$ cat src/seq_pkg.sv
package seq_pkg;

  // ----------------------------------------
  // Comparator input indices
  // ----------------------------------------
  localparam int IN_ABOVE_ON    = 0;
  localparam int IN_BELOW_OFF   = 1;
  localparam int IN_BELOW_STUP  = 2;
  localparam int IN_BELOW_RESET = 3;
  localparam int IN_TEMP_UPPER  = 4;
  localparam int IN_TEMP_LOWER  = 5;
  localparam int IN_BO_UPPER    = 6;
  localparam int IN_BO_LOWER    = 7;
  localparam int IN_UNDERVOLT   = 8;
  localparam int IN_EXT_REQ     = 9;
  localparam int NUM_INPUTS     = 10;

  // ----------------------------------------
  // Supply phases
  // ----------------------------------------
  localparam int PHASE_W = 2;
  typedef enum logic [PHASE_W-1:0] {
    PH_RESET       = 2'b00,
    PH_STARTUP     = 2'b01,
    PH_WORKING     = 2'b10,
    PH_LATCHED_OFF = 2'b11
  } phase_t;

  // ----------------------------------------
  // Register map (byte addresses)
  // ----------------------------------------
  localparam int ADDR_W = 4;
  localparam int DATA_W = 32;
  localparam logic [ADDR_W-1:0] OFS_CTRL   = 4'h0;
  localparam logic [ADDR_W-1:0] OFS_STATUS = 4'h4;
  localparam logic [ADDR_W-1:0] OFS_EVENTS = 4'h8;
  localparam logic [ADDR_W-1:0] OFS_MASK   = 4'hc;

  // Control fields and reset value
  localparam int CTRL_DRIVE_ALLOW = 0;
  localparam logic CTRL_DRIVE_ALLOW_RST = 1'b1;

  // Status fields
  localparam int ST_PHASE_LSB = 0;
  localparam int ST_OFF       = 2;
  localparam int ST_SOURCE    = 3;
  localparam int ST_OVERTEMP  = 4;
  localparam int ST_BROWNOUT  = 5;
  localparam int ST_EXT_LATCH = 6;
  localparam int ST_UNDERVOLT = 7;

  // Event fields (events and mask share this layout)
  localparam int EV_WORKING    = 0;
  localparam int EV_LATCHED    = 1;
  localparam int EV_STARTUP    = 2;
  localparam int EV_FULL_RESET = 3;
  localparam int EV_FAULT      = 4;
  localparam int EV_W          = 5;
  localparam logic [EV_W-1:0] MASK_RST   = 5'h00;
  localparam logic [EV_W-1:0] EVENTS_RST = 5'h00;

endpackage

$ cat src/sync_if.sv
`timescale 1ns/1ps
interface sync_if;
  logic [seq_pkg::NUM_INPUTS-1:0] raw;
  logic [seq_pkg::NUM_INPUTS-1:0] synced;
  modport sync_side (input raw, output synced);
  modport user_side (output raw, input synced);
endinterface // sync_if

$ cat src/input_synchronizer.sv
`timescale 1ns/1ps
module input_synchronizer (
  input  wire logic clk_i,
  input  wire logic rst_n_i,
  sync_if.sync_side sig
);
  import seq_pkg::*;

  logic [NUM_INPUTS-1:0] stage1;
  logic [NUM_INPUTS-1:0] stage2;

  // Two-flop synchroniser, first stage read only by second
  always_ff @(posedge clk_i or negedge rst_n_i) begin
    if (!rst_n_i) begin
      stage1 <= '0;
      stage2 <= '0;
    end else begin
      stage1 <= sig.raw;
      stage2 <= stage1;
    end
  end

  assign sig.synced = stage2;

endmodule // input_synchronizer

$ cat src/supply_level_off_state_sequencer.sv
// Decided for this implementation: the address map and the Avalon-MM interface to the registers.
`timescale 1ns/1ps
// How it works
// - Gate drive output held low throughout OFF state.
// - OFF state powers down all blocks except monitors, protections and latch.
// - Brown-out comparator reset in latched-off phase, upper threshold next time.
// - In OFF, startup source enabled once supply drops below startup level, and stays on until turn-on level.
// - Soft-start capacitor discharged and grounded throughout OFF state.
// - OFF drives stage ready flag low and grounds on-time processing output.
// - External shutdown latch keeps its value on entering OFF.
// - Above turn-on level: source off, active unless an off condition exists.
// - Below turn-off level: enter latched-off phase regardless of protections.
// - Below startup level: startup source turns on to recharge supply.
// - Startup phase holds gate drive and stage ready flag low.
// - Startup resets all blocks but overtemp, brown-out and shutdown latch.
// - Below reset level: source on, everything reset including latch, overtemp.
// - After full reset: upper overtemp threshold, shutdown latch output low.
// - While startup source on, brown-out active with upper threshold.
// - Off condition during charge, lockout, overtemp, brown-out, undervoltage, shutdown.
// - Lockout holds off until next charge completes; shutdown latch holds until full reset; other faults release at once.
module supply_level_off_state_sequencer (
  input  wire logic                         clk_i,
  input  wire logic                         reset_n_i,
  input  wire logic                         supply_above_on_i,
  input  wire logic                         supply_below_off_i,
  input  wire logic                         supply_below_startup_i,
  input  wire logic                         supply_below_reset_i,
  input  wire logic                         temp_above_upper_i,
  input  wire logic                         temp_above_lower_i,
  input  wire logic                         brownout_above_upper_i,
  input  wire logic                         brownout_above_lower_i,
  input  wire logic                         output_undervoltage_i,
  input  wire logic                         ext_shutdown_request_i,
  input  wire logic                         pwm_request_i,
  input  wire logic [seq_pkg::ADDR_W-1:0]   avs_address_i,
  input  wire logic                         avs_read_i,
  input  wire logic                         avs_write_i,
  input  wire logic [seq_pkg::DATA_W-1:0]   avs_writedata_i,
  input  wire logic [3:0]                   avs_byteenable_i,
  output logic      [seq_pkg::DATA_W-1:0]   avs_readdata_o,
  output logic                              avs_waitrequest_o,
  output logic                              irq_o,
  output logic                              gate_drive_o,
  output logic                              stage_ready_flag_o,
  output logic                              startup_source_en_o,
  output logic                              softstart_discharge_o,
  output logic                              on_time_clamp_o,
  output logic                              block_power_down_o,
  output logic                              block_reset_o,
  output logic                              brownout_reset_o,
  output logic                              overtemp_upper_sel_o,
  output logic                              external_shutdown_latch_o,
  output logic                              off_condition_o,
  output logic      [seq_pkg::PHASE_W-1:0]  phase_o
);
  import seq_pkg::*;

  // ----------------------------------------
  // Reset release
  // ----------------------------------------
  logic rst_meta_n;
  logic rst_n;

  // Asynchronous assert, two-flop release
  always_ff @(posedge clk_i or negedge reset_n_i) begin
    if (!reset_n_i) begin
      rst_meta_n <= 1'b0;
      rst_n      <= 1'b0;
    end else begin
      rst_meta_n <= 1'b1;
      rst_n      <= rst_meta_n;
    end
  end

  // ----------------------------------------
  // Input synchronisation
  // ----------------------------------------
  sync_if cmp ();

  // Gather raw comparator pins
  always_comb begin
    cmp.raw                 = '0;
    cmp.raw[IN_ABOVE_ON]    = supply_above_on_i;
    cmp.raw[IN_BELOW_OFF]   = supply_below_off_i;
    cmp.raw[IN_BELOW_STUP]  = supply_below_startup_i;
    cmp.raw[IN_BELOW_RESET] = supply_below_reset_i;
    cmp.raw[IN_TEMP_UPPER]  = temp_above_upper_i;
    cmp.raw[IN_TEMP_LOWER]  = temp_above_lower_i;
    cmp.raw[IN_BO_UPPER]    = brownout_above_upper_i;
    cmp.raw[IN_BO_LOWER]    = brownout_above_lower_i;
    cmp.raw[IN_UNDERVOLT]   = output_undervoltage_i;
    cmp.raw[IN_EXT_REQ]     = ext_shutdown_request_i;
  end

  input_synchronizer u_sync (
    .clk_i   (clk_i),
    .rst_n_i (rst_n),
    .sig     (cmp.sync_side)
  );

  // Synchronised flags only
  wire above_on    = cmp.synced[IN_ABOVE_ON];
  wire below_off   = cmp.synced[IN_BELOW_OFF];
  wire below_stup  = cmp.synced[IN_BELOW_STUP];
  wire below_reset = cmp.synced[IN_BELOW_RESET];
  wire temp_upper  = cmp.synced[IN_TEMP_UPPER];
  wire temp_lower  = cmp.synced[IN_TEMP_LOWER];
  wire bo_upper    = cmp.synced[IN_BO_UPPER];
  wire bo_lower    = cmp.synced[IN_BO_LOWER];
  wire undervolt   = cmp.synced[IN_UNDERVOLT];
  wire ext_req     = cmp.synced[IN_EXT_REQ];

  // ----------------------------------------
  // Supply phase sequencing
  // ----------------------------------------
  phase_t phase;
  phase_t next_phase;

  // Next phase from supply thresholds
  always_comb begin
    next_phase = phase;
    if (below_reset) begin
      next_phase = PH_RESET;
    end else if (below_stup) begin
      next_phase = PH_STARTUP;
    end else begin
      unique case (phase)
        PH_RESET:       next_phase = PH_STARTUP;
        PH_STARTUP: begin
          if (above_on) begin
            next_phase = PH_WORKING;
          end
        end
        PH_WORKING: begin
          if (below_off) begin
            next_phase = PH_LATCHED_OFF;
          end
        end
        PH_LATCHED_OFF: next_phase = PH_LATCHED_OFF;
      endcase
    end
  end

  // Phase register
  always_ff @(posedge clk_i or negedge rst_n) begin
    if (!rst_n) begin
      phase <= PH_RESET;
    end else begin
      phase <= next_phase;
    end
  end

  // Source runs in startup and reset phases only
  wire source_on  = (phase == PH_STARTUP) || (phase == PH_RESET);
  wire full_reset = (phase == PH_RESET);

  // ----------------------------------------
  // Overtemperature shutdown
  // ----------------------------------------
  logic overtemp_shutdown;

  // Hysteresis between upper and lower thresholds
  always_ff @(posedge clk_i or negedge rst_n) begin
    if (!rst_n) begin
      overtemp_shutdown <= 1'b0;
    end else if (full_reset) begin
      overtemp_shutdown <= 1'b0;
    end else if (!overtemp_shutdown && temp_upper) begin
      overtemp_shutdown <= 1'b1;
    end else if (overtemp_shutdown && !temp_lower) begin
      overtemp_shutdown <= 1'b0;
    end
  end

  // ----------------------------------------
  // Brown-out detection
  // ----------------------------------------
  logic brownout_fault;
  logic bo_force_upper;

  // Comparator held at upper threshold
  assign bo_force_upper = (phase == PH_LATCHED_OFF) || source_on;

  // Hysteresis, or upper threshold while forced
  always_ff @(posedge clk_i or negedge rst_n) begin
    if (!rst_n) begin
      brownout_fault <= 1'b1;
    end else if (bo_force_upper) begin
      brownout_fault <= !bo_upper;
    end else if (brownout_fault && bo_upper) begin
      brownout_fault <= 1'b0;
    end else if (!brownout_fault && !bo_lower) begin
      brownout_fault <= 1'b1;
    end
  end

  // ----------------------------------------
  // External shutdown latch
  // ----------------------------------------
  logic external_shutdown_latch;

  // Set by request, cleared only by full reset
  always_ff @(posedge clk_i or negedge rst_n) begin
    if (!rst_n) begin
      external_shutdown_latch <= 1'b0;
    end else if (full_reset) begin
      external_shutdown_latch <= 1'b0;
    end else if (ext_req) begin
      external_shutdown_latch <= 1'b1;
    end
  end

  // ----------------------------------------
  // Off condition
  // ----------------------------------------
  // Faults: all but the shutdown latch release as soon as they clear
  wire fault_any = overtemp_shutdown | brownout_fault | undervolt | external_shutdown_latch;

  // Lockout held by phase until next charge ends
  wire off_now   = source_on | (phase != PH_WORKING) | fault_any;

  // ----------------------------------------
  // Control register
  // ----------------------------------------
  logic drive_allow;
  logic bus_ack;
  wire  bus_req = avs_read_i | avs_write_i;
  wire  wr_fire = avs_write_i & bus_ack;
  wire  rd_fire = avs_read_i & bus_ack;

  // Software gate enable
  always_ff @(posedge clk_i or negedge rst_n) begin
    if (!rst_n) begin
      drive_allow <= CTRL_DRIVE_ALLOW_RST;
    end else if (wr_fire && avs_address_i == OFS_CTRL && avs_byteenable_i[0]) begin
      drive_allow <= avs_writedata_i[CTRL_DRIVE_ALLOW];
    end
  end

  // ----------------------------------------
  // Block outputs
  // ----------------------------------------
  // Registered output gating
  always_ff @(posedge clk_i or negedge rst_n) begin
    if (!rst_n) begin
      gate_drive_o          <= 1'b0;
      stage_ready_flag_o    <= 1'b0;
      softstart_discharge_o <= 1'b1;
      on_time_clamp_o       <= 1'b1;
      block_power_down_o    <= 1'b1;
      block_reset_o         <= 1'b1;
      startup_source_en_o   <= 1'b1;
      brownout_reset_o      <= 1'b1;
      off_condition_o       <= 1'b1;
    end else begin
      gate_drive_o          <= pwm_request_i & drive_allow & !off_now;
      stage_ready_flag_o    <= !off_now;
      softstart_discharge_o <= off_now;
      on_time_clamp_o       <= off_now;
      block_power_down_o    <= off_now;
      block_reset_o         <= source_on;
      startup_source_en_o   <= source_on;
      brownout_reset_o      <= bo_force_upper;
      off_condition_o       <= off_now;
    end
  end

  assign overtemp_upper_sel_o      = !overtemp_shutdown;
  assign external_shutdown_latch_o = external_shutdown_latch;
  assign phase_o                   = phase;

  // ----------------------------------------
  // Event capture and interrupt
  // ----------------------------------------
  logic [EV_W-1:0] events;
  logic [EV_W-1:0] mask;
  logic [EV_W-1:0] ev_pulse;
  logic            phase_change;

  assign phase_change = (next_phase != phase);

  // Event pulses from phase entry and new faults
  always_comb begin
    ev_pulse                = '0;
    ev_pulse[EV_WORKING]    = phase_change && next_phase == PH_WORKING;
    ev_pulse[EV_LATCHED]    = phase_change && next_phase == PH_LATCHED_OFF;
    ev_pulse[EV_STARTUP]    = phase_change && next_phase == PH_STARTUP;
    ev_pulse[EV_FULL_RESET] = phase_change && next_phase == PH_RESET;
    ev_pulse[EV_FAULT]      = (phase == PH_WORKING) && fault_any && !off_condition_o;
  end

  // Sticky bits, read clears, new event wins
  always_ff @(posedge clk_i or negedge rst_n) begin
    if (!rst_n) begin
      events <= EVENTS_RST;
    end else if (rd_fire && avs_address_i == OFS_EVENTS) begin
      events <= ev_pulse;
    end else begin
      events <= events | ev_pulse;
    end
  end

  // Interrupt mask
  always_ff @(posedge clk_i or negedge rst_n) begin
    if (!rst_n) begin
      mask <= MASK_RST;
    end else if (wr_fire && avs_address_i == OFS_MASK && avs_byteenable_i[0]) begin
      mask <= avs_writedata_i[EV_W-1:0];
    end
  end

  // Level interrupt
  always_ff @(posedge clk_i or negedge rst_n) begin
    if (!rst_n) begin
      irq_o <= 1'b0;
    end else begin
      irq_o <= |(events & mask);
    end
  end

  // ----------------------------------------
  // Avalon-MM slave
  // ----------------------------------------
  logic [DATA_W-1:0] status_word;

  // Status word assembly
  always_comb begin
    status_word = '0;
    status_word[ST_PHASE_LSB +: PHASE_W] = phase;
    status_word[ST_OFF]       = off_now;
    status_word[ST_SOURCE]    = source_on;
    status_word[ST_OVERTEMP]  = overtemp_shutdown;
    status_word[ST_BROWNOUT]  = brownout_fault;
    status_word[ST_EXT_LATCH] = external_shutdown_latch;
    status_word[ST_UNDERVOLT] = undervolt;
  end

  // One wait cycle per access
  always_ff @(posedge clk_i or negedge rst_n) begin
    if (!rst_n) begin
      bus_ack <= 1'b0;
    end else begin
      bus_ack <= bus_req & !bus_ack;
    end
  end

  assign avs_waitrequest_o = bus_req & !bus_ack;

  // Read data captured while waiting
  always_ff @(posedge clk_i or negedge rst_n) begin
    if (!rst_n) begin
      avs_readdata_o <= '0;
    end else if (avs_read_i && !bus_ack) begin
      unique case (avs_address_i)
        OFS_CTRL:   avs_readdata_o <= {{(DATA_W-1){1'b0}}, drive_allow};
        OFS_STATUS: avs_readdata_o <= status_word;
        OFS_EVENTS: avs_readdata_o <= {{(DATA_W-EV_W){1'b0}}, events | ev_pulse};
        OFS_MASK:   avs_readdata_o <= {{(DATA_W-EV_W){1'b0}}, mask};
        default:    avs_readdata_o <= '0;
      endcase
    end
  end

endmodule // supply_level_off_state_sequencer

$ cat config.mk
export PLATFORM = sky130hd
export DESIGN_NAME = supply_level_off_state_sequencer
export DESIGN_NICKNAME = d
export VERILOG_FILES = /design/src/seq_pkg.sv /design/src/sync_if.sv /design/src/input_synchronizer.sv /design/src/supply_level_off_state_sequencer.sv
export SDC_FILE = /design/constraint.sdc
export NUM_CORES = 1
export LEC_CHECK = 0
export ABC_AREA = 0
export CAP_MARGIN = 10
export CORE_MARGIN = 2
export CORE_UTILIZATION = 50
export DETAILED_ROUTE_END_ITERATION = 7
export DONT_BUFFER_PORTS = 1
export PLACE_DENSITY = 0.66
export SLEW_MARGIN = 20
export SYNTH_ARGS = -nofsm -noshare
export SYNTH_HDL_FRONTEND = slang
export SYNTH_SLANG_ARGS = --single-unit
$ cat constraint.sdc
create_clock -name clk_i -period 1.45 [get_ports clk_i]
set_input_delay 0.145 -clock clk_i [delete_from_list [all_inputs] [get_ports clk_i]]
set_output_delay 0.145 -clock clk_i [all_outputs]
set_load 0.02 [all_outputs]
==> results.md, run 1 <==
- The iteration count of the initial detailed-routing pass is 4.
- TritonCTS built the clock tree.
- Yosys mapped the design onto 45 distinct sky130hd cell types.
- The pin count of the biggest net entering global routing is 21.
- Synthesis handed over a netlist of between 150 and 200 instances.
- Following the worst setup path forward leads to its endpoint at avs_readdata_o[2].
- The flow ran to the end, and the final reports show no timing, DRC or antenna violations.
- The count of buffers from port buffering is 0.
- The fraction of power consumed by combinational cells is 0.112.
- The switching fraction of total power is 0.279.
- The endpoint kind of the worst setup timing path is a flip-flop.
- In the post-synthesis netlist, the biggest area contributors are sky130_fd_sc_hd__dfrtp_1 55%, sky130_fd_sc_hd__buf_4 9.6%, sky130_fd_sc_hd__dfstp_2 6.0%.
- The net switching power figure is 811 uW.
- The portion of total power attributed to sequential cells is 0.596.
- The endpoint identified for the worst register-to-register timing path is avs_readdata_o[2].
- Tracing the worst setup path back leads to its startpoint at overtemp_shutdown.
- STA classifies the critical path startpoint as a flip-flop.
- The share of flip-flops with an asynchronous set or reset after synthesis is 1.00.
- The final number of setup-violating endpoints is 0.
- For this run, the leading register cell type out of synthesis is sky130_fd_sc_hd__dfrtp_1.
- Compared with the post-synthesis result, the final layout area differs by 12.8%.
- After synthesis, the mean cell area works out to between 10 and 15 sq um.
- The total negative slack for setup checks is 0 ns.
- 102 I/O pins were placed.
- Across all register-to-register paths, the minimum setup slack is 0.12 ns.
- The routed layout has 1321 vias.
- The residual antenna-violating net count after detailed routing is 0.
- In this run the clock root is driven by a sky130_fd_sc_hd__clkbuf_8.
- On the final layout, the worst clock skew is 0.00692 ns.
- The fraction of layout instances using a drive strength above 1 is 0.192.
- In the routed layout, each cell is associated on average with a via count of 5.18.
- The biggest area contributor in the post-synthesis netlist is sky130_fd_sc_hd__dfrtp_1.
- The number of CTS-inserted buffers is 5.
- The internal power of the cells is 2.09 mW.
- Clock-pin slew was measured on the worst setup and hold paths at 0.10 ns.
- The area of the core is 4290 sq um.
- The reg-to-reg critical path startpoint is overtemp_shutdown.
- The floorplan has 24 rows.
- The final count of hold timing violations is 0.
- Of the total power, the clock network draws 0.292.
- The portion of synthesized cell area occupied by the leading cell type is 0.548.
- After detailed routing, the average wire length per cell comes to 15.4 um.
- The global router's overall resource usage is 0.175.
- After the first detailed-routing iteration, the DRC count stood at 77.
- The post-DP HPWL is between 2 and 3 mm.
- After filler insertion, the fill cell instance count of the layout stands at 363.
- For this run, the top clock speed supported by timing is 754 MHz.
- The peak fanout along the critical path is 3.
- The data arrival at the endpoint of the critical path is 1.52 ns.
- VDD sags by at most 0.864 mV.
- The share of the Yosys chip area taken by registers is 0.608.
- In this run, synthesis inferred 0 flip-flops with an integrated enable.
- The total routed wirelength is 3.94 mm.
- Across all hold checks on the routed design, the worst slack comes to 0.0316 ns.
- The wire length of the first global-routing pass is 6.53 mm.
- The number of antenna violations at the first check in global routing is 0.
- For this run, design rule violations remaining after detail routing come to 0.
- The remaining global-route overflow is 0.
- The floorplan step defined a die boundary enclosing approximately 4900 sq um.
- The number of levels the H-tree was split into is 2.
- Setup repair after global routing left no endpoint under its margin.
- The number of violations of the max-capacitance limit is 0.
- The number of cells on the worst reg-to-reg path is 4.
- The clock reaches the later pin of the worst-skew pair after 0.31 ns.
- The initial cell density of the core is 0.510.
- The number of synthesized register bits is 53.
- Yosys printed 0 warnings.
- The number of global-route vias before repair came to 1301.
- Summing every instance area after synthesis gives 2190 sq um.
- The worst setup path is of the flip-flop to flip-flop kind.
- The horizontal die dimension is 70.2 um.
- The share of the cycle needed by the critical path after routing is 0.914.
- Routability-driven placement finished with a final weighted congestion of ~0.82.
- The smallest clock period supported by the final layout is computed as 1.33 ns.
- The required time reported for the critical path endpoint is 1.65 ns.
- Power spread over the standard cell area amounts to roughly 1200 nW/um^2.
- The kind of path behind the tightest hold check is input pin to flip-flop.
- The number of max-slew violations in the final report is 0.
- The analysis attributes to cell leakage a power of 1.15 nW.
- Counting along the longest clock path gives a buffer depth of 2.
- The repair_antennas step left the layout with diodes totalling 0.
- The number of nets in the layout is 257.
- The number of clock sinks is 53.
- The die height is 70.2 um.
[metal layers]
metal / part of all wire / vias up / track usage
met5: 0 / - / 0
met4: 0.030 / 0 / 0.0962
met1: 0.40 / 641 / 0.209
met3: 0.075 / 11 / 0.0693
li1: - / 601 / -
met2: 0.50 / 68 / 0.272
[worst max-delay path, stage by stage, from the launching register on]
cell,delay (ns)
sky130_fd_sc_hd__dfrtp_1,0.46
sky130_fd_sc_hd__nor4_4,0.29
sky130_fd_sc_hd__nand2_1,0.17
sky130_fd_sc_hd__o2111ai_1,0.21
sky130_fd_sc_hd__nand3_1,0.09
[power by group through the flow]
stage | Sequential, mW | Combinational, mW | Clock [mW]
3_5_place_dp | 1.76 | 0.283 | 0
6_report | 1.73 | 0.325 | 0.848
5_1_grt | 1.75 | 0.354 | 0.942
2_1_floorplan | 1.75 | 0.260 | 0
3_3_place_gp | 1.75 | 0.276 | 0
4_1_cts | 1.73 | 0.322 | 0.878
[Yosys cell counts (2+ instances only)]
library cell and number:
sky130_fd_sc_hd__inv_1 3, sky130_fd_sc_hd__mux2_4 5, sky130_fd_sc_hd__and3_1 2, sky130_fd_sc_hd__a21oi_1 8
sky130_fd_sc_hd__a21o_1 4, sky130_fd_sc_hd__o21ai_0 2, sky130_fd_sc_hd__nor2_1 9, sky130_fd_sc_hd__o21ai_1 4
sky130_fd_sc_hd__dfrtp_1 48, sky130_fd_sc_hd__nor4_1 2, sky130_fd_sc_hd__a22o_1 2, sky130_fd_sc_hd__clkbuf_1 2
sky130_fd_sc_hd__nand2_1 16, sky130_fd_sc_hd__mux2i_1 2, sky130_fd_sc_hd__nand3_1 5, sky130_fd_sc_hd__inv_2 2
sky130_fd_sc_hd__nand2b_1 2, sky130_fd_sc_hd__buf_4 28, sky130_fd_sc_hd__conb_1 2, sky130_fd_sc_hd__dfstp_2 5
[cell families (layout without fill, tap and decap cells)]
group / Yosys count / after routing / share of synthesized area
AO/OA/AOI/OAI: 29 / 29 / 0.0862
buffers and inverters: 37 / 39 / 0.117
flip-flops: 53 / 53 / 0.608
multiplexers: 8 / 8 / 0.0485
other: 2 / 25 / 0.00343
AND/OR/NAND/NOR: 49 / 49 / 0.136
[what timing repair did]
action                     CTS  global route
hold endpoints to repair    19             0
setup endpoints to repair    0             2
buffers inserted             0             1
resized for setup            0             2
hold buffers                17             0
[sequential cells by signal, indices dropped and copies added (netlist names), 2 cells and up]
name and cells:
mask 5, u_sync.sig.synced 10, avs_readdata_o 8, phase_o 2
u_sync.stage1 10, events 5
[final cells by class]
type	instances	area [sq um]	area share
clock buffers	5	68.8	0.0278
clock inverters	3	25.0	0.0101
inverters	5	18.8	0.00759
multi-input cells	111	697	0.282
flip-flops and latches	53	1340	0.540
well taps	52	65.1	0.0263
repair buffers	26	263	0.106
[stage by stage]
step	total power, mW	utilization	setup WS [ns]	instance area [sq um]	instances
finish	2.90	0.576	0.125	2470	255
CTS	2.93	0.572	0.0676	2450	254
detailed placement	2.04	0.510	0.0834	2190	229
global placement	2.03	0.510	0.124	2190	229
floorplan	2.01	-	0.129	2280	201
global route	3.05	0.576	0.0229	2470	255
[worst min-delay path by stage]
stage                     slack, ns              from  depth (start not counted)           endpoint
after global routing           0.02  avs_address_i[1]                          3  avs_readdata_o[1]
after global placement        -0.15         reset_n_i                          0         rst_meta_n
after floorplan               -0.15         reset_n_i                          0         rst_meta_n
after CTS                      0.02  avs_address_i[1]                          3  avs_readdata_o[1]
after detailed placement      -0.15         reset_n_i                          0         rst_meta_n
final                          0.03  avs_address_i[1]                          3  avs_readdata_o[1]
[layout by cell type, fill, tap and decap left out, types with 3 or more instances in the layout]
master                          count
sky130_fd_sc_hd__inv_1              3
sky130_fd_sc_hd__a21oi_1            8
sky130_fd_sc_hd__nor2_1             9
sky130_fd_sc_hd__nand3_1            5
sky130_fd_sc_hd__dfstp_2            5
sky130_fd_sc_hd__dfrtp_1           46
sky130_fd_sc_hd__o21ai_1            4
sky130_fd_sc_hd__clkbuf_8           5
sky130_fd_sc_hd__dlygate4sd3_1     17
sky130_fd_sc_hd__conb_1            25
sky130_fd_sc_hd__buf_4              7
sky130_fd_sc_hd__nand2_1           16
sky130_fd_sc_hd__mux2_4             5
sky130_fd_sc_hd__a21o_1             4
No activity file was read; power rests on OpenSTA's default activity.
==> run 2: changes to the inputs <==
--- a/config.mk
+++ b/config.mk
@@ -9,6 +9,7 @@
 export CAP_MARGIN = 10
 export CORE_MARGIN = 2
 export CORE_UTILIZATION = 50
+export CTS_BUF_LIST = sky130_fd_sc_hd__clkbuf_4
 export DETAILED_ROUTE_END_ITERATION = 7
 export DONT_BUFFER_PORTS = 1
 export PLACE_DENSITY = 0.66
==> run 2 against run 1 <==
Global-route usage about the same. Clock-buffer cell count unchanged. Non-clock buffer count up 6. Setup slack worse by 0.041 ns. Sequential power about the same.
==> results.md, run 2 (same netlist as run 1, synthesis figures left out) <==
- The flow ran to the end, and the final reports show no timing, DRC or antenna violations.
- After the flow finishes, the layout carries non-filler instances totaling between 200 and 300.
- The clock group share of total power is 0.246.
- The cell chosen for the clock root is sky130_fd_sc_hd__clkbuf_4.
- The area of the core is 4290 sq um.
- In the global route stage, overall resource usage came out at 0.176.
- The fmax is 732 MHz.
- The switching fraction of total power is 0.291.
- Counting along the longest clock path gives a buffer depth of 2.
- The antenna cell count is 0.
- The commonest non-fill, non-tap cell in the layout is sky130_fd_sc_hd__dfrtp_1.
- For this run the aggregate overflow at the end of global routing stands at 0.
- Counting I/O delays and the setup requirement, the final critical path takes around 1.4 ns.
- The I/O pin count is 102.
- Once placement completed, the tool counted placed cells totaling ~230.
- In this run the most used layer during global routing was met2.
- The first global-routing pass estimated roughly 6.6 mm of wire.
- The clock tree from TritonCTS is built.
- Setup repair after global routing left no endpoint under its margin.
- Of the available clock period, the critical path in the final layout requires 0.942.
- The mean routed wirelength per cell is 15.2 um.
- The critical path's slowest cell is sky130_fd_sc_hd__dfrtp_1.
- The met1 usage in global routing is 0.219.
- Traced cell by cell, the critical path runs through nor2_1.
- The data arrival at the endpoint of the critical path is between 1 and 1.5 ns.
- The number of max-slew violations in the final report is 0.
- Cell internal power was estimated by the tool at about 2 mW.
- The iteration count of the initial detailed-routing pass is 4.
- The total routed wirelength is approximately 4.0 mm.
- The initialized floorplan defines 24 standard-cell rows.
- The total number of vias is 1357.
- The library cells used most frequently in the layout, excluding fill and tap cells, are 46 x sky130_fd_sc_hd__dfrtp_1, 25 x sky130_fd_sc_hd__conb_1, 22 x sky130_fd_sc_hd__dlygate4sd3_1.
- The number of nets in the layout is 263.
- In this run the number of H-tree levels came out at 2.
- Detailed placement finished with a half-perimeter wire length of 2.82 mm.
- Clock-pin slew was measured on the worst setup and hold paths at 0.16 ns.
- For the final routed database, the setup TNS stands at 0 ns.
- After detailed routing, the number of remaining DRC violations is 0.
- The number of antenna violations at the first check in global routing came to 0.
- Setup violations remaining at the end of the flow were counted as 0.
- The count of buffers from port buffering is 0.
- The net switching power figure is 802 uW.
- Relative to the synthesized area, the layout overhead comes to 14.0%.
- The routability-driven placement congestion ratio is 0.821.
- The kind of path behind the tightest hold check is input pin to flip-flop.
- The number of vias per cell is 5.20.
- Of the total power, combinational logic draws 0.125.
- The fraction of layout instances using a drive strength above 1 is 0.191.
- For the worst-skew pair, the clock arrives at the later sink with an insertion delay of 0.37 ns.
- Along the worst path, the maximum fanout reaches 5.
- The worst-case vdd ir drop is 0.692 mV.
- The largest single stage delay on the critical path is 0.45 ns.
- The initial cell density of the core is 0.510.
- Together, buffers and inverters on the worst path number 0.
- The worst setup slack before clock tree synthesis is 0.0834 ns.
- The die is about 70 um tall.
- The total die area is approximately 5000 sq um.
- The final count of hold timing violations is 0.
- STA classifies the critical path endpoint as an output pin.
- For this design, the sink count on the clock tree is 53.
- The residual antenna-violating net count after detailed routing is 0.
- The die is 70.2 um wide.
- The portion of total power attributed to sequential cells is 0.629.
- The pin count of the biggest net entering global routing is 21.
- The met2 track demand over resource is 0.275.
- The number of DRC markers after the initial detailed-route iteration is 93.
- The start-to-end type of the worst setup path is flip-flop to output pin.
- The required time reported for the critical path endpoint is around 1.3 ns.
- For met3 alone, demand over resource in global routing was 0.0649.
- The cell type group with the largest total delay on the critical path is flip-flops.
- The power density normalized to cell area is 1100 nW/um^2.
- The number of global-route vias before repair is roughly 1300.
- The clock skew is 0.0103 ns.
- Clock tree synthesis inserted a total of 5 buffers.
- The category of the worst setup path launch point is a flip-flop.
- Max-cap violations in this run came to 0.
- The final critical-path setup slack is 0.0837 ns.
- In this run the static leakage power is 1.16 nW.
## run 2: changes by cell type in the layout (fill, tap and decap cells not counted)
cell,previous run,this run
sky130_fd_sc_hd__buf_4,7,8
sky130_fd_sc_hd__dlygate4sd3_1,17,22
sky130_fd_sc_hd__clkbuf_4,0,5
sky130_fd_sc_hd__clkbuf_8,5,0
## run 2: final cells by class
type	count	area, sq um
inverter	5	18.8
fill	361	1800
clock buffer	5	37.5
clock inverter	3	25.0
sequential	53	1340
multi-input combinational	111	697
tap	52	65.1
timing repair buffer	32	320
## run 2: repair_timing
item                                    CTS  global route
gates resized for setup                   0             2
endpoints found under the hold margin    23             1
endpoints found under the setup margin    0             5
hold buffers                             21             1
buffers inserted                          0             2
## run 2: path summary, 6_finish.rpt
path                                       start           endpoint  slack [ns]  depth (start not counted)
worst max-delay path                     bus_ack  avs_waitrequest_o        0.08                          1
worst min-delay path            avs_address_i[2]  avs_readdata_o[3]        0.01                          2
worst max register to register           bus_ack            mask[1]        0.12                          3
worst min register to register             rst_n            mask[3]        0.20                          0
max in group asynchronous                  rst_n     brownout_fault        0.73                          1
min in group asynchronous                  rst_n            mask[3]        0.20                          0
## run 2: power by group through the flow
stage                     registers, mW  clock network (mW)  logic [mW]
after floorplan                    1.75                   0       0.260
after global placement             1.75                   0       0.276
after detailed placement           1.76                   0       0.283
after CTS                          1.73               0.711       0.336
after global routing               1.75               0.785       0.373
final                              1.73               0.679       0.343
## run 2: metal layers
metal	vias up	routed length [um]
li1	613	-
met1	654	1550
met2	75	1990
met3	15	324
met4	0	116
met5	-	0
## run 2: stage by stage
| step | total power, mW | utilization | cell area (sq um) | hold WS [ns] |
|---|---|---|---|---|
| 6_report | 2.76 | 0.582 | 2500 | 0.0104 |
| 5_1_grt | 2.91 | 0.582 | 2500 | 0.0000467 |
| 4_1_cts | 2.78 | 0.574 | 2460 | 0.000722 |
| 3_5_place_dp | 2.04 | 0.510 | 2190 | -0.151 |
| 3_3_place_gp | 2.03 | 0.510 | 2190 | -0.151 |
| 2_1_floorplan | 2.01 | - | 2280 | -0.151 |
==> run 3: changes to the inputs <==
--- a/config.mk
+++ b/config.mk
@@ -7,6 +7,7 @@
 export LEC_CHECK = 0
 export ABC_AREA = 0
 export CAP_MARGIN = 10
+export CORE_ASPECT_RATIO = 0.5
 export CORE_MARGIN = 2
 export CORE_UTILIZATION = 50
 export CTS_BUF_LIST = sky130_fd_sc_hd__clkbuf_4
==> run 3 against run 2 <==
Final area stayed put. Die area is 0.65% higher. Clock-buffer cell count is 1 higher.
==> results.md, run 3 (same netlist as run 1, synthesis figures left out) <==
- The number of clock sinks is 53.
- Static timing analysis puts the maximum clock frequency at 744 MHz.
- The number of max-slew violations in the final report is 0.
- For the final routed database, the setup TNS stands at 0 ns.
- The minimum hold slack is 0.0168 ns.
- OpenSTA, run right after detailed placement, puts the worst setup slack at 0.127 ns.
- The internal power of the cells totals 2.14 mW.
- The horizontal die dimension is 97.6 um.
- The clock group share of total power is 0.287.
- Counting tap cells, the placed design contains a total of about 230 instances.
- In this run the remaining antenna-violating nets after routing total 0.
- After layout, the worst setup slack is 0.106 ns.
- The reported leakage power is 1.16 nW.
- The number of cells on the worst reg-to-reg path is 5.
- The kind of path behind the tightest hold check is input pin to flip-flop.
- The clock tree from TritonCTS is built.
- The congestion estimate from routability-driven global placement came to 0.760.
- The count of buffers from port buffering is 0.
- The number of nets in the layout is around 260.
- The maximum root-to-sink buffer count is 2.
- The share of total power dissipated in sequential elements is 0.596.
- In the layout the commonest cells are 47 x sky130_fd_sc_hd__dfrtp_1, 25 x sky130_fd_sc_hd__conb_1, 22 x sky130_fd_sc_hd__dlygate4sd3_1.
- The number of global-route vias before repair was 1287.
- The design area is 2500 sq um.
- The number of CTS-inserted buffers is 5.
- In the routed design, unresolved DRC markers number 0.
- The core occupancy in the finished layout is 0.618.
- The worst setup path is captured at a flip-flop.
- The clock skew is 0.0111 ns.
- Dividing the final minimum period by the clock period gives 0.927.
- The data arrival at the endpoint of the critical path is 1.64 ns.
- The core region is 4040 sq um.
- The area growth from synthesis to layout is 14.0%.
- The net switching power figure is 751 uW.
- Setup slack on the worst reg-to-reg path comes out at 0.11 ns.
- The final count of hold timing violations was 0.
- The H-tree was split into 2 levels.
- The area after detailed placement is roughly 2200 sq um.
- The post-DP HPWL is 2.72 mm.
- The required time reported for the critical path endpoint is between 1.5 and 2 ns.
- Setup violations remaining at the end of the flow were counted as 0.
- The switching fraction of total power is 0.260.
- The run finished with clean final reports.
- After detailed routing, the average wire length per cell comes to between 10 and 15 um.
- The total routed wirelength is 3.83 mm.
- Setup repair after global routing left no endpoint under its margin.
- The peak fanout along the critical path is 5.
- STA classifies the critical path startpoint as a flip-flop.
- The global router's overall resource usage is 0.168.
- The total power of the final layout is 2.89 mW.
- The tree is rooted in a sky130_fd_sc_hd__clkbuf_4.
- Counting I/O delays and the setup requirement, the final critical path takes 1.34 ns.
- The total die area is between 4000 and 5000 sq um.
- The count of cells in the finished layout, fillers not included, comes to 262.
- The initial cell density of the core is 0.542.
- The number of vias per cell is 4.99.
- The start-to-end type of the worst setup path is flip-flop to flip-flop.
- The worst-case vdd ir drop is between 0.5 and 0.6 mV.
- Clock-pin slew was measured on the worst setup and hold paths at 0.14 ns.
- The wire length of the first global-routing pass is 6.38 mm.
- Dividing total power by cell area gives a power density of roughly 1200 nW/um^2.
- The later pin in the worst-skew pair is clocked with a latency of 0.36 ns.
- The fraction of power consumed by combinational cells is 0.117.
- The fraction of layout instances using a drive strength above 1 is 0.188.
- The number of DRC markers after the initial detailed-route iteration is 92.
- The worst hold path passes through 3 cells.
- The antenna cell count is 0.
- Across the run, the number of max-cap violations was 0.
- The library cell used most frequently in the layout, excluding fill and tap cells, is sky130_fd_sc_hd__dfrtp_1.
- The pin count of the biggest net entering global routing is 44.
- The I/O pin count is 102.
- The pre-antenna-repair detailed-routing pass consisted of 4 iterations.
- The number of rows in the core area is 16.
- Summed over all layers, the global routing overflow is 0.
- The number of antenna violations at the first check in global routing was 0.
- Detailed routing inserted a total of 1308 vias.
- From bottom edge to top edge, the die measures 50.8 um.
[run 3: cell types whose count changed in the layout (fill, tap and decap cells not counted), sizes merged]
| cell | change |
|---|---|
| buf | -1 |
| bufinv | +1 |
| clkbuf | +1 |
| clkinvlp | -1 |
| inv | -1 |
[run 3: cell type report]
type,instances,area [sq um]
flip-flops and latches,53,1330
well taps,54,67.6
multi-input cells,111,694
clock inverters,2,38.8
clock buffers,6,45.0
repair buffers,31,300
fillers,319,1550
inverters,5,18.8
[run 3: final timing paths]
| kind | start | end |
|---|---|---|
| worst max-delay path | phase_o[0] | avs_readdata_o[1] |
| worst min-delay path | avs_address_i[1] | avs_readdata_o[2] |
| worst max register to register | phase_o[0] | avs_readdata_o[1] |
| worst min register to register | rst_n | u_sync.stage1[5] |
| max in group asynchronous | rst_n | block_reset_o |
| min in group asynchronous | rst_n | u_sync.stage1[5] |
[run 3: power by group through the flow]
stage	logic (mW)	clock network, mW	registers (mW)
floorplan	0.260	0	1.75
global placement	0.283	0	1.74
detailed placement	0.288	0	1.75
CTS	0.338	0.867	1.72
global route	0.373	0.922	1.74
finish	0.339	0.827	1.72
[run 3: metal layers]
layer	track usage	vias to the layer above	wire, um
li1	-	602	-
met1	0.215	646	1630
met2	0.276	58	1860
met3	0.0655	2	327
met4	0.0347	0	10
met5	0	-	0
[run 3: what timing repair did]
item                                    4_1_cts  5_1_grt
hold buffers                                 21        1
hold endpoints to repair                     23        1
setup buffers                                 0        0
resized for setup                             0        1
endpoints found under the setup margin        0        1
[run 3: critical path: stages (launching register included)]
cell and delay [ns]:
sky130_fd_sc_hd__dfrtp_1 0.46, sky130_fd_sc_hd__and2b_1 0.24, sky130_fd_sc_hd__inv_2 0.08, sky130_fd_sc_hd__nor4b_4 0.28, sky130_fd_sc_hd__o21ai_1 0.09, sky130_fd_sc_hd__a21oi_1 0.13
